<file path="src/rtl/bxu_pkg.sv">
/*
 * Constants, field layouts and types for the byte ALU execute unit.
 * Assumes nothing beyond a SystemVerilog compiler; shared by all design files.
 */
package bxu_pkg;
	localparam int IADDR_W   = 12;
	localparam int IWORD_W   = 18;
	localparam int DADDR_W   = 8;
	localparam int DATA_W    = 8;
	localparam int REG_IDX_W = 3;
	localparam int NUM_REGS  = 8;

	// Instruction field positions.
	localparam int F_RFORM_HI = 17;
	localparam int F_RFORM_LO = 14;
	localparam int F_IMM_SEL  = 17;
	localparam int F_IOP_HI   = 16;
	localparam int F_IOP_LO   = 14;
	localparam int F_RD_HI    = 13;
	localparam int F_RD_LO    = 11;
	localparam int F_RA_HI    = 10;
	localparam int F_RA_LO    = 8;
	localparam int F_RB_HI    = 7;
	localparam int F_RB_LO    = 5;
	localparam int F_FN_HI    = 2;
	localparam int F_FN_LO    = 0;
	localparam int F_LIT_HI   = 7;
	localparam int F_LIT_LO   = 0;

	localparam logic [3:0]            RFORM_CODE = 4'he;
	localparam logic [REG_IDX_W-1:0]  ZERO_REG   = 3'h0;
	localparam logic [DATA_W-1:0]     ZERO_BYTE  = 8'h00;
	localparam logic [IADDR_W-1:0]    PC_RESET   = 12'h000;

	typedef enum logic [2:0] {
		BXU_ADD  = 3'h0,
		BXU_ADDC = 3'h1,
		BXU_SUB  = 3'h2,
		BXU_SUBC = 3'h3,
		BXU_AND  = 3'h4,
		BXU_OR   = 3'h5,
		BXU_XOR  = 3'h6,
		BXU_CLRB = 3'h7
	} bxu_func_type;
endpackage

</file>
<file path="src/rtl/bxu_rf_if.sv">
/*
 * Interface joining the execute unit to its register file.
 * Assumes both ends run on the same clock.
 */
`timescale 1ns/1ps
interface bxu_rf_if;
	import bxu_pkg::*;
	logic [REG_IDX_W-1:0] rd_a_idx;
	logic [REG_IDX_W-1:0] rd_b_idx;
	logic [DATA_W-1:0]    rd_a_data;
	logic [DATA_W-1:0]    rd_b_data;
	logic                 wr_en;
	logic [REG_IDX_W-1:0] wr_idx;
	logic [DATA_W-1:0]    wr_data;

	modport core (output rd_a_idx, output rd_b_idx, input rd_a_data, input rd_b_data,
		output wr_en, output wr_idx, output wr_data);
	modport regs (input rd_a_idx, input rd_b_idx, output rd_a_data, output rd_b_data,
		input wr_en, input wr_idx, input wr_data);
endinterface

</file>
<file path="src/rtl/bxu_regfile.sv">
/*
 * Eight-entry byte register file with a hard zero entry.
 * Assumes writes are presented for one clock by the execute unit.
 */
`timescale 1ns/1ps
module bxu_regfile
	import bxu_pkg::*;
(
	input  wire logic i_clk_sys,
	input  wire logic i_srst,
	bxu_rf_if.regs    rf
);
	logic [DATA_W-1:0] regs_q [NUM_REGS];

	// Index zero is never stored, so it cannot be corrupted by any write.
	always_ff @(posedge i_clk_sys)
	begin
		if (i_srst)
		begin
			for (int i = 0; i < NUM_REGS; i++)
				regs_q[i] <= ZERO_BYTE;
		end
		else if (rf.wr_en && rf.wr_idx != ZERO_REG)
			regs_q[rf.wr_idx] <= rf.wr_data;
	end

	// Reads of index zero return a constant zero.
	assign rf.rd_a_data = (rf.rd_a_idx == ZERO_REG) ? ZERO_BYTE : regs_q[rf.rd_a_idx];
	assign rf.rd_b_data = (rf.rd_b_idx == ZERO_REG) ? ZERO_BYTE : regs_q[rf.rd_b_idx];
endmodule

</file>
<file path="src/rtl/bxu_core.sv">
/*
 * Byte ALU execute unit: program counter, instruction fetch address,
 * decode of register and literal forms, eight ALU functions, flags.
 * Assumes instruction memory answers combinationally with the word at
 * o_iaddr, and that non-ALU instructions are executed elsewhere.
 */
// Contract
// - Fetch from up to 4096 eighteen-bit words by twelve-bit address.
// - Data memory holds 256 bytes via an eight-bit address.
// - Reset clears the program counter, then fetching starts there.
// - Eight registers by three-bit index; index zero reads zero, ignores writes.
// - Two flags: zero-result flag and carry/borrow flag.
// - Second operand is register B or eight-bit literal per form.
// - Register form: top nibble 1110, fields dest, A, B, function.
// - Literal form: bit 17 clear, bits 16-14 function, literal low byte.
// - Add writes A plus operand; carry out into spill bit.
// - Add with carry includes current spill bit; new carry loaded.
// - Subtract writes A minus operand; borrow into spill bit.
// - Subtract with borrow also subtracts spill bit; new borrow loaded.
// - AND, OR, XOR write bitwise results of A and operand.
// - Clear-bits writes A AND NOT operand.
// - Logical operations clear the spill bit.
// - Null flag set when eight-bit result is zero, else cleared.
// - Values are bytes; carry and borrow taken at bit eight.
`timescale 1ns/1ps
module bxu_core
	import bxu_pkg::*;
#(
	parameter int P_IADDR_W = 12,
	parameter int P_DADDR_W = 8
)
(
	input  wire logic                       i_clk_sys,
	input  wire logic                       i_srst,
	input  wire logic [bxu_pkg::IWORD_W-1:0] i_instr,
	output logic      [P_IADDR_W-1:0]        o_iaddr,
	output logic      [P_DADDR_W-1:0]        o_daddr,
	output logic                             o_null_flag,
	output logic                             o_spill_bit,
	output logic                             o_alu_valid,
	output logic      [bxu_pkg::DATA_W-1:0]  o_result,
	output logic      [bxu_pkg::REG_IDX_W-1:0] o_dest
);
	import bxu_pkg::*;

	// The widths are fixed by the instruction set; other values would mis-slice fields.
	if (P_IADDR_W != IADDR_W || P_DADDR_W != DADDR_W)
	begin
		$error("bxu_core: address widths must be 12 and 8");
	end

	// Result of one ALU step: byte plus carry/borrow out.
	typedef struct packed {
		logic              spill;
		logic [DATA_W-1:0] value;
	} bxu_alu_out_type;

	// Shared add/subtract with incoming carry or borrow, taken at bit eight.
	function automatic bxu_alu_out_type bxu_addsub(input logic [DATA_W-1:0] a,
		input logic [DATA_W-1:0] b, input logic cin, input logic sub);
		logic [DATA_W:0] wide;
		wide = '0;
		if (sub)
			wide = {1'b0, a} - {1'b0, b} - {{DATA_W{1'b0}}, cin};
		else
			wide = {1'b0, a} + {1'b0, b} + {{DATA_W{1'b0}}, cin};
		return {wide[DATA_W], wide[DATA_W-1:0]};
	endfunction

	bxu_rf_if rf ();

	bxu_regfile u_regfile (
		.i_clk_sys (i_clk_sys),
		.i_srst    (i_srst),
		.rf        (rf.regs)
	);

	logic [IADDR_W-1:0]   pc_q;
	logic                 null_q;
	logic                 spill_q;
	logic                 is_rform;
	logic                 is_iform;
	logic                 is_alu;
	bxu_func_type         func;
	logic [DATA_W-1:0]    opnd_a;
	logic [DATA_W-1:0]    second_operand;
	logic [DATA_W-1:0]    literal_operand;
	logic [REG_IDX_W-1:0] dest_reg;
	bxu_alu_out_type      alu;

	assign is_rform = (i_instr[F_RFORM_HI:F_RFORM_LO] == RFORM_CODE);
	assign is_iform = ~i_instr[F_IMM_SEL];
	assign is_alu   = is_rform | is_iform;
	assign func     = is_rform ? bxu_func_type'(i_instr[F_FN_HI:F_FN_LO])
		: bxu_func_type'(i_instr[F_IOP_HI:F_IOP_LO]);
	assign dest_reg        = i_instr[F_RD_HI:F_RD_LO];
	assign literal_operand = i_instr[F_LIT_HI:F_LIT_LO];

	assign rf.rd_a_idx = i_instr[F_RA_HI:F_RA_LO];
	assign rf.rd_b_idx = i_instr[F_RB_HI:F_RB_LO];
	assign opnd_a      = rf.rd_a_data;
	assign second_operand = is_rform ? rf.rd_b_data : literal_operand;

	// Function unit; logical ops leave spill low, arithmetic take it at bit eight.
	always_comb
	begin
		alu = '0;
		unique case (func)
			BXU_ADD:  alu = bxu_addsub(opnd_a, second_operand, 1'b0, 1'b0);
			BXU_ADDC: alu = bxu_addsub(opnd_a, second_operand, spill_q, 1'b0);
			BXU_SUB:  alu = bxu_addsub(opnd_a, second_operand, 1'b0, 1'b1);
			BXU_SUBC: alu = bxu_addsub(opnd_a, second_operand, spill_q, 1'b1);
			BXU_AND:  alu = {1'b0, opnd_a & second_operand};
			BXU_OR:   alu = {1'b0, opnd_a | second_operand};
			BXU_XOR:  alu = {1'b0, opnd_a ^ second_operand};
			BXU_CLRB: alu = {1'b0, opnd_a & ~second_operand};
		endcase
	end

	// write dropped by the file, flags still follow
	assign rf.wr_en   = is_alu & ~i_srst;
	assign rf.wr_idx  = dest_reg;
	assign rf.wr_data = alu.value;

	always_ff @(posedge i_clk_sys)
	begin
		if (i_srst)
			pc_q <= PC_RESET;
		else
			pc_q <= pc_q + IADDR_W'(1);
	end

	always_ff @(posedge i_clk_sys)
	begin
		if (i_srst)
		begin
			null_q  <= 1'b0;
			spill_q <= 1'b0;
		end
		else if (is_alu)
		begin
			null_q  <= (alu.value == ZERO_BYTE);
			spill_q <= alu.spill;
		end
	end

	// Registered copy of the step result for observation by the control logic.
	always_ff @(posedge i_clk_sys)
	begin
		if (i_srst)
		begin
			o_alu_valid <= 1'b0;
			o_result    <= ZERO_BYTE;
			o_dest      <= ZERO_REG;
		end
		else
		begin
			o_alu_valid <= is_alu;
			o_result    <= alu.value;
			o_dest      <= dest_reg;
		end
	end

	// fetch address; data address is unused by ALU ops, held zero.
	always_ff @(posedge i_clk_sys)
	begin
		if (i_srst)
		begin
			o_iaddr <= PC_RESET;
			o_daddr <= '0;
		end
		else
		begin
			o_iaddr <= pc_q + IADDR_W'(1);
			o_daddr <= '0;
		end
	end

	assign o_null_flag = null_q;
	assign o_spill_bit = spill_q;
endmodule

</file>
<file path="config.mk">
export PLATFORM = sky130hd
export DESIGN_NAME = bxu_core
export DESIGN_NICKNAME = d
export VERILOG_FILES = /design/src/rtl/bxu_pkg.sv /design/src/rtl/bxu_rf_if.sv /design/src/rtl/bxu_regfile.sv /design/src/rtl/bxu_core.sv
export SDC_FILE = /design/constraint.sdc
export NUM_CORES = 1
export LEC_CHECK = 0
export ABC_CLOCK_PERIOD_IN_PS = 5700
export BUFFER_PORTS_ARGS = -buffer_cell sky130_fd_sc_hd__buf_2
export CORE_MARGIN = 5
export CORE_UTILIZATION = 56
export DETAILED_ROUTE_END_ITERATION = 8
export GPL_TIMING_DRIVEN = 1
export PLACE_DENSITY = 0.83
export RECOVER_POWER = 100
export SLEW_MARGIN = 20
export SYNTH_ARGS = -nofsm -noshare
export SYNTH_HDL_FRONTEND = slang
export SYNTH_SLANG_ARGS = --single-unit
</file>
<file path="constraint.sdc">
create_clock -name i_clk_sys -period 5.7 [get_ports i_clk_sys]
set_input_delay 1.14 -clock i_clk_sys [delete_from_list [all_inputs] [get_ports i_clk_sys]]
set_output_delay 1.14 -clock i_clk_sys [all_outputs]
set_load 0.02 [all_outputs]
</file>
==> results.sh <==
export IMPL_status="finished clean"
export IMPL_via_count=4942
export IMPL_setup_viol=0
export IMPL_grt_pass1_vias=4713
export IMPL_clock_sinks=82
export IMPL_skew_ns=0.00998
export IMPL_cp_required_ns=5.78
export IMPL_p_sw_share_pct=34.2
export IMPL_place_inst=778
export IMPL_coreArea_um2=10400
export IMPL_async_reset_ff_share_pct=0
export IMPL_synth_most_common_cell="nor2_1"
export IMPL_die_area_um2=12800
export IMPL_grt_pass1_wl_mm=24.5
export IMPL_clkPwrFrac_pct=23.4
export IMPL_viasPerCell=6.22
export IMPL_p_sw_uw=538
export IMPL_dr_pass1_iters=5
export IMPL_drt_initial_drc_count=430
export IMPL_tightest_slew_ns=1.43
export IMPL_grt_ovfl_total=0
export IMPL_combPwrFrac_pct=33.1
export IMPL_period_share_pct=91.4
export IMPL_die_h_um=113
export IMPL_final_util_pct=61.8
export IMPL_hold_path_startpoint="o_iaddr[0]"
export IMPL_max_slew_margin_pct=4.66
export IMPL_synth_simple_area_share_pct=19.3
export IMPL_critPathKind="input pin to register"
export IMPL_ys_ff_latch=82
export IMPL_synth_cells=610
export IMPL_antenna_found_initial=0
export IMPL_synthMuxAreaShare_pct=9.77
export IMPL_diodes=0
export IMPL_fin_tns_setup_ns=0
export IMPL_clock_fmax_mhz=192
export IMPL_rsz0062_at_grt="false"
export IMPL_synth_cell_types=78
export IMPL_antenna_left=0
export IMPL_dpl_instance_area_um2=6310
export IMPL_port_buffers=45
export IMPL_gp_congestion=0.969
export IMPL_holdBufCountCts=0
export IMPL_ys_seq_area_share_pct=36.9
export IMPL_critPathLaunchType="input pin"
export IMPL_ir_drop_uv=224
export IMPL_postCtsResizedCells=0
export IMPL_nets=704
export IMPL_dp_hpwl_mm=11.7
export IMPL_syn_area_um2=5970
export IMPL_postCtsSetupBuffers=0
export IMPL_synth_xor_area_share_pct=4.70
export IMPL_synth_edf_count=56
export IMPL_ys_top_cells_by_area="edfxtp_1 (28%), dfxtp_1 (8.7%), ha_1 (6.1%), nor2_1 (5.6%), mux4_2 (5.3%)"
export IMPL_synthAdderAreaFrac_pct=6.75
export IMPL_netlist_area_leader_share_pct=28.2
export IMPL_drive_gt1_share_pct=14.3
export IMPL_period_needed_ns=5.21
export IMPL_fp_row_count=37
export IMPL_regToRegStartpoint="u_regfile.regs_q[7][2]"
export IMPL_leakage_uw=0.00251
export IMPL_cap_violations=0
export IMPL_wl_per_cell_um=19.3
export IMPL_hold_viol_final=0
export IMPL_synth_compound_area_share_pct=17.4
export IMPL_clk_path_buf_depth=2
export IMPL_slew_viol_final=0
export IMPL_grt_max_degree=34
export IMPL_instances_no_fill=794
export IMPL_synth_top_cell_by_area="edfxtp_1"
export IMPL_postSynthAreaPerCell_um2=9.78
export IMPL_final_area_um2=6410
export IMPL_hold_path_class="register to register"
export IMPL_intPower_uw=1030
export IMPL_synth_top_flop_cell="edfxtp_1"
export IMPL_cts_buffers=9
export IMPL_cts_tree="done"
export IMPL_seqPwrFrac_pct=43.6
export IMPL_ys_warn_count=0
export IMPL_worstSkewPairLatency_ns=0.34
export IMPL_htree_num_levels=3
export IMPL_grt_usage_pct=23.9
export IMPL_start_util_pct=57.5
export IMPL_cp_arrival_ns=5.28
export IMPL_die_w_um=113
export IMPL_cp_end_kind="register"
export IMPL_layout_setup_ws_ns=0.493
export IMPL_syn2layout_area_growth_pct=7.49
export IMPL_root_buffer="clkbuf_8"
export IMPL_drcViolationCount=0
export IMPL_path_clk_slew_ns=0.08
export IMPL_synth_top_family_by_area="simple AND/OR/NAND/NOR gates"
export IMPL_place_worst_setup_slack_ns=0.171
export IMPL_power_per_cell_area_nw_per_um2=245
export IMPL_io_pins=54
export IMPL_yosys_top_cells_count="nor2_1 (89), edfxtp_1 (56), nand2_1 (37)"
export IMPL_finalWirelength_mm=15.3
export IMPL_cp_startpoint="i_instr[8]"
export IMPL_worstPathMaxFanout=18
## metal layers
metal | global-route usage [%] | vias up | routed length (um)
met5 | 0 | - | 0
met4 | 8.89 | 0 | 416
met3 | 3.32 | 36 | 1040
met2 | 39.7 | 247 | 7360
met1 | 31.8 | 2353 | 6500
li1 | - | 2306 | -
## power groups by stage
stage / sequential, uW / clock (uW) / combinational, uW
floorplan: 707 / 0 / 369
global placement: 695 / 0 / 512
detailed placement: 697 / 0 / 523
CTS: 684 / 372 / 527
global route: 688 / 401 / 564
finish: 685 / 368 / 520
## final timing paths
check | end | slack [ns] | depth (start not counted)
setup / recovery | u_regfile.regs_q[2][5] | 0.49 | 13
hold / removal | o_iaddr[0] | 0.46 | 1
setup reg to reg | u_regfile.regs_q[2][5] | 1.37 | 12
hold reg to reg | o_iaddr[0] | 0.46 | 1
## cell type report
| class | count | area [um2] |
|---|---|---|
| Clock buffer | 12 | 145 |
| Clock inverter | 4 | 27.5 |
| Fill cell | 894 | 3960 |
| Inverter | 25 | 93.8 |
| Multi-Input combinational cell | 472 | 3470 |
| Sequential cell | 82 | 2200 |
| Tap cell | 136 | 170 |
| Timing Repair Buffer | 63 | 304 |
## logic make-up after synthesis
logic type / Yosys count
adders and majority gates: 31
AOI/OAI and AO/OA: 134
and+or+nand+nor: 231
other: 1
muxes: 36
xor gates and xnor gates: 32
DFF: 82
buffers and inverters: 63
## placed cells by master, fill, tap and decap left out, drive strengths merged, types with 12 or more instances in the layout
cell type / Yosys / routed
o21ai: 28 / 28
nor2b: 24 / 24
inv: 25 / 25
ha: 29 / 29
dfxtp: 26 / 26
mux2: 12 / 12
xnor2: 12 / 12
mux4: 16 / 16
edfxtp: 56 / 56
nand2b: 14 / 14
nor2: 92 / 92
clkbuf: 13 / 45
xor2: 20 / 20
nand3: 22 / 22
a21oi: 22 / 22
buf: 25 / 30
nand2: 37 / 37
## worst max-delay path, stage by stage
cell,delay [ns]
buf_2,0.41
mux4_2,0.56
o21ai_0,0.33
inv_1,0.13
ha_1,0.47
or2_2,0.38
a2111oi_0,0.46
o211ai_1,0.25
xnor2_1,0.21
a221o_1,0.36
o21ai_0,0.12
clkbuf_1,0.38
nor2_1,0.08
## through the flow
step	hold WS, ns	power (uW)
2_1_floorplan	0.515	1080
3_3_place_gp	0.435	1210
3_5_place_dp	0.446	1220
4_1_cts	0.466	1580
5_1_grt	0.537	1650
6_report	0.465	1570
## state kept, by name, summed over array words and instances (netlist names)
register / cells
o_alu_valid: 1
o_dest: 3
o_iaddr: 12
o_null_flag: 1
o_result: 8
o_spill_bit: 1
u_regfile.regs_q: 56
(Power assumes the default switching activity.)
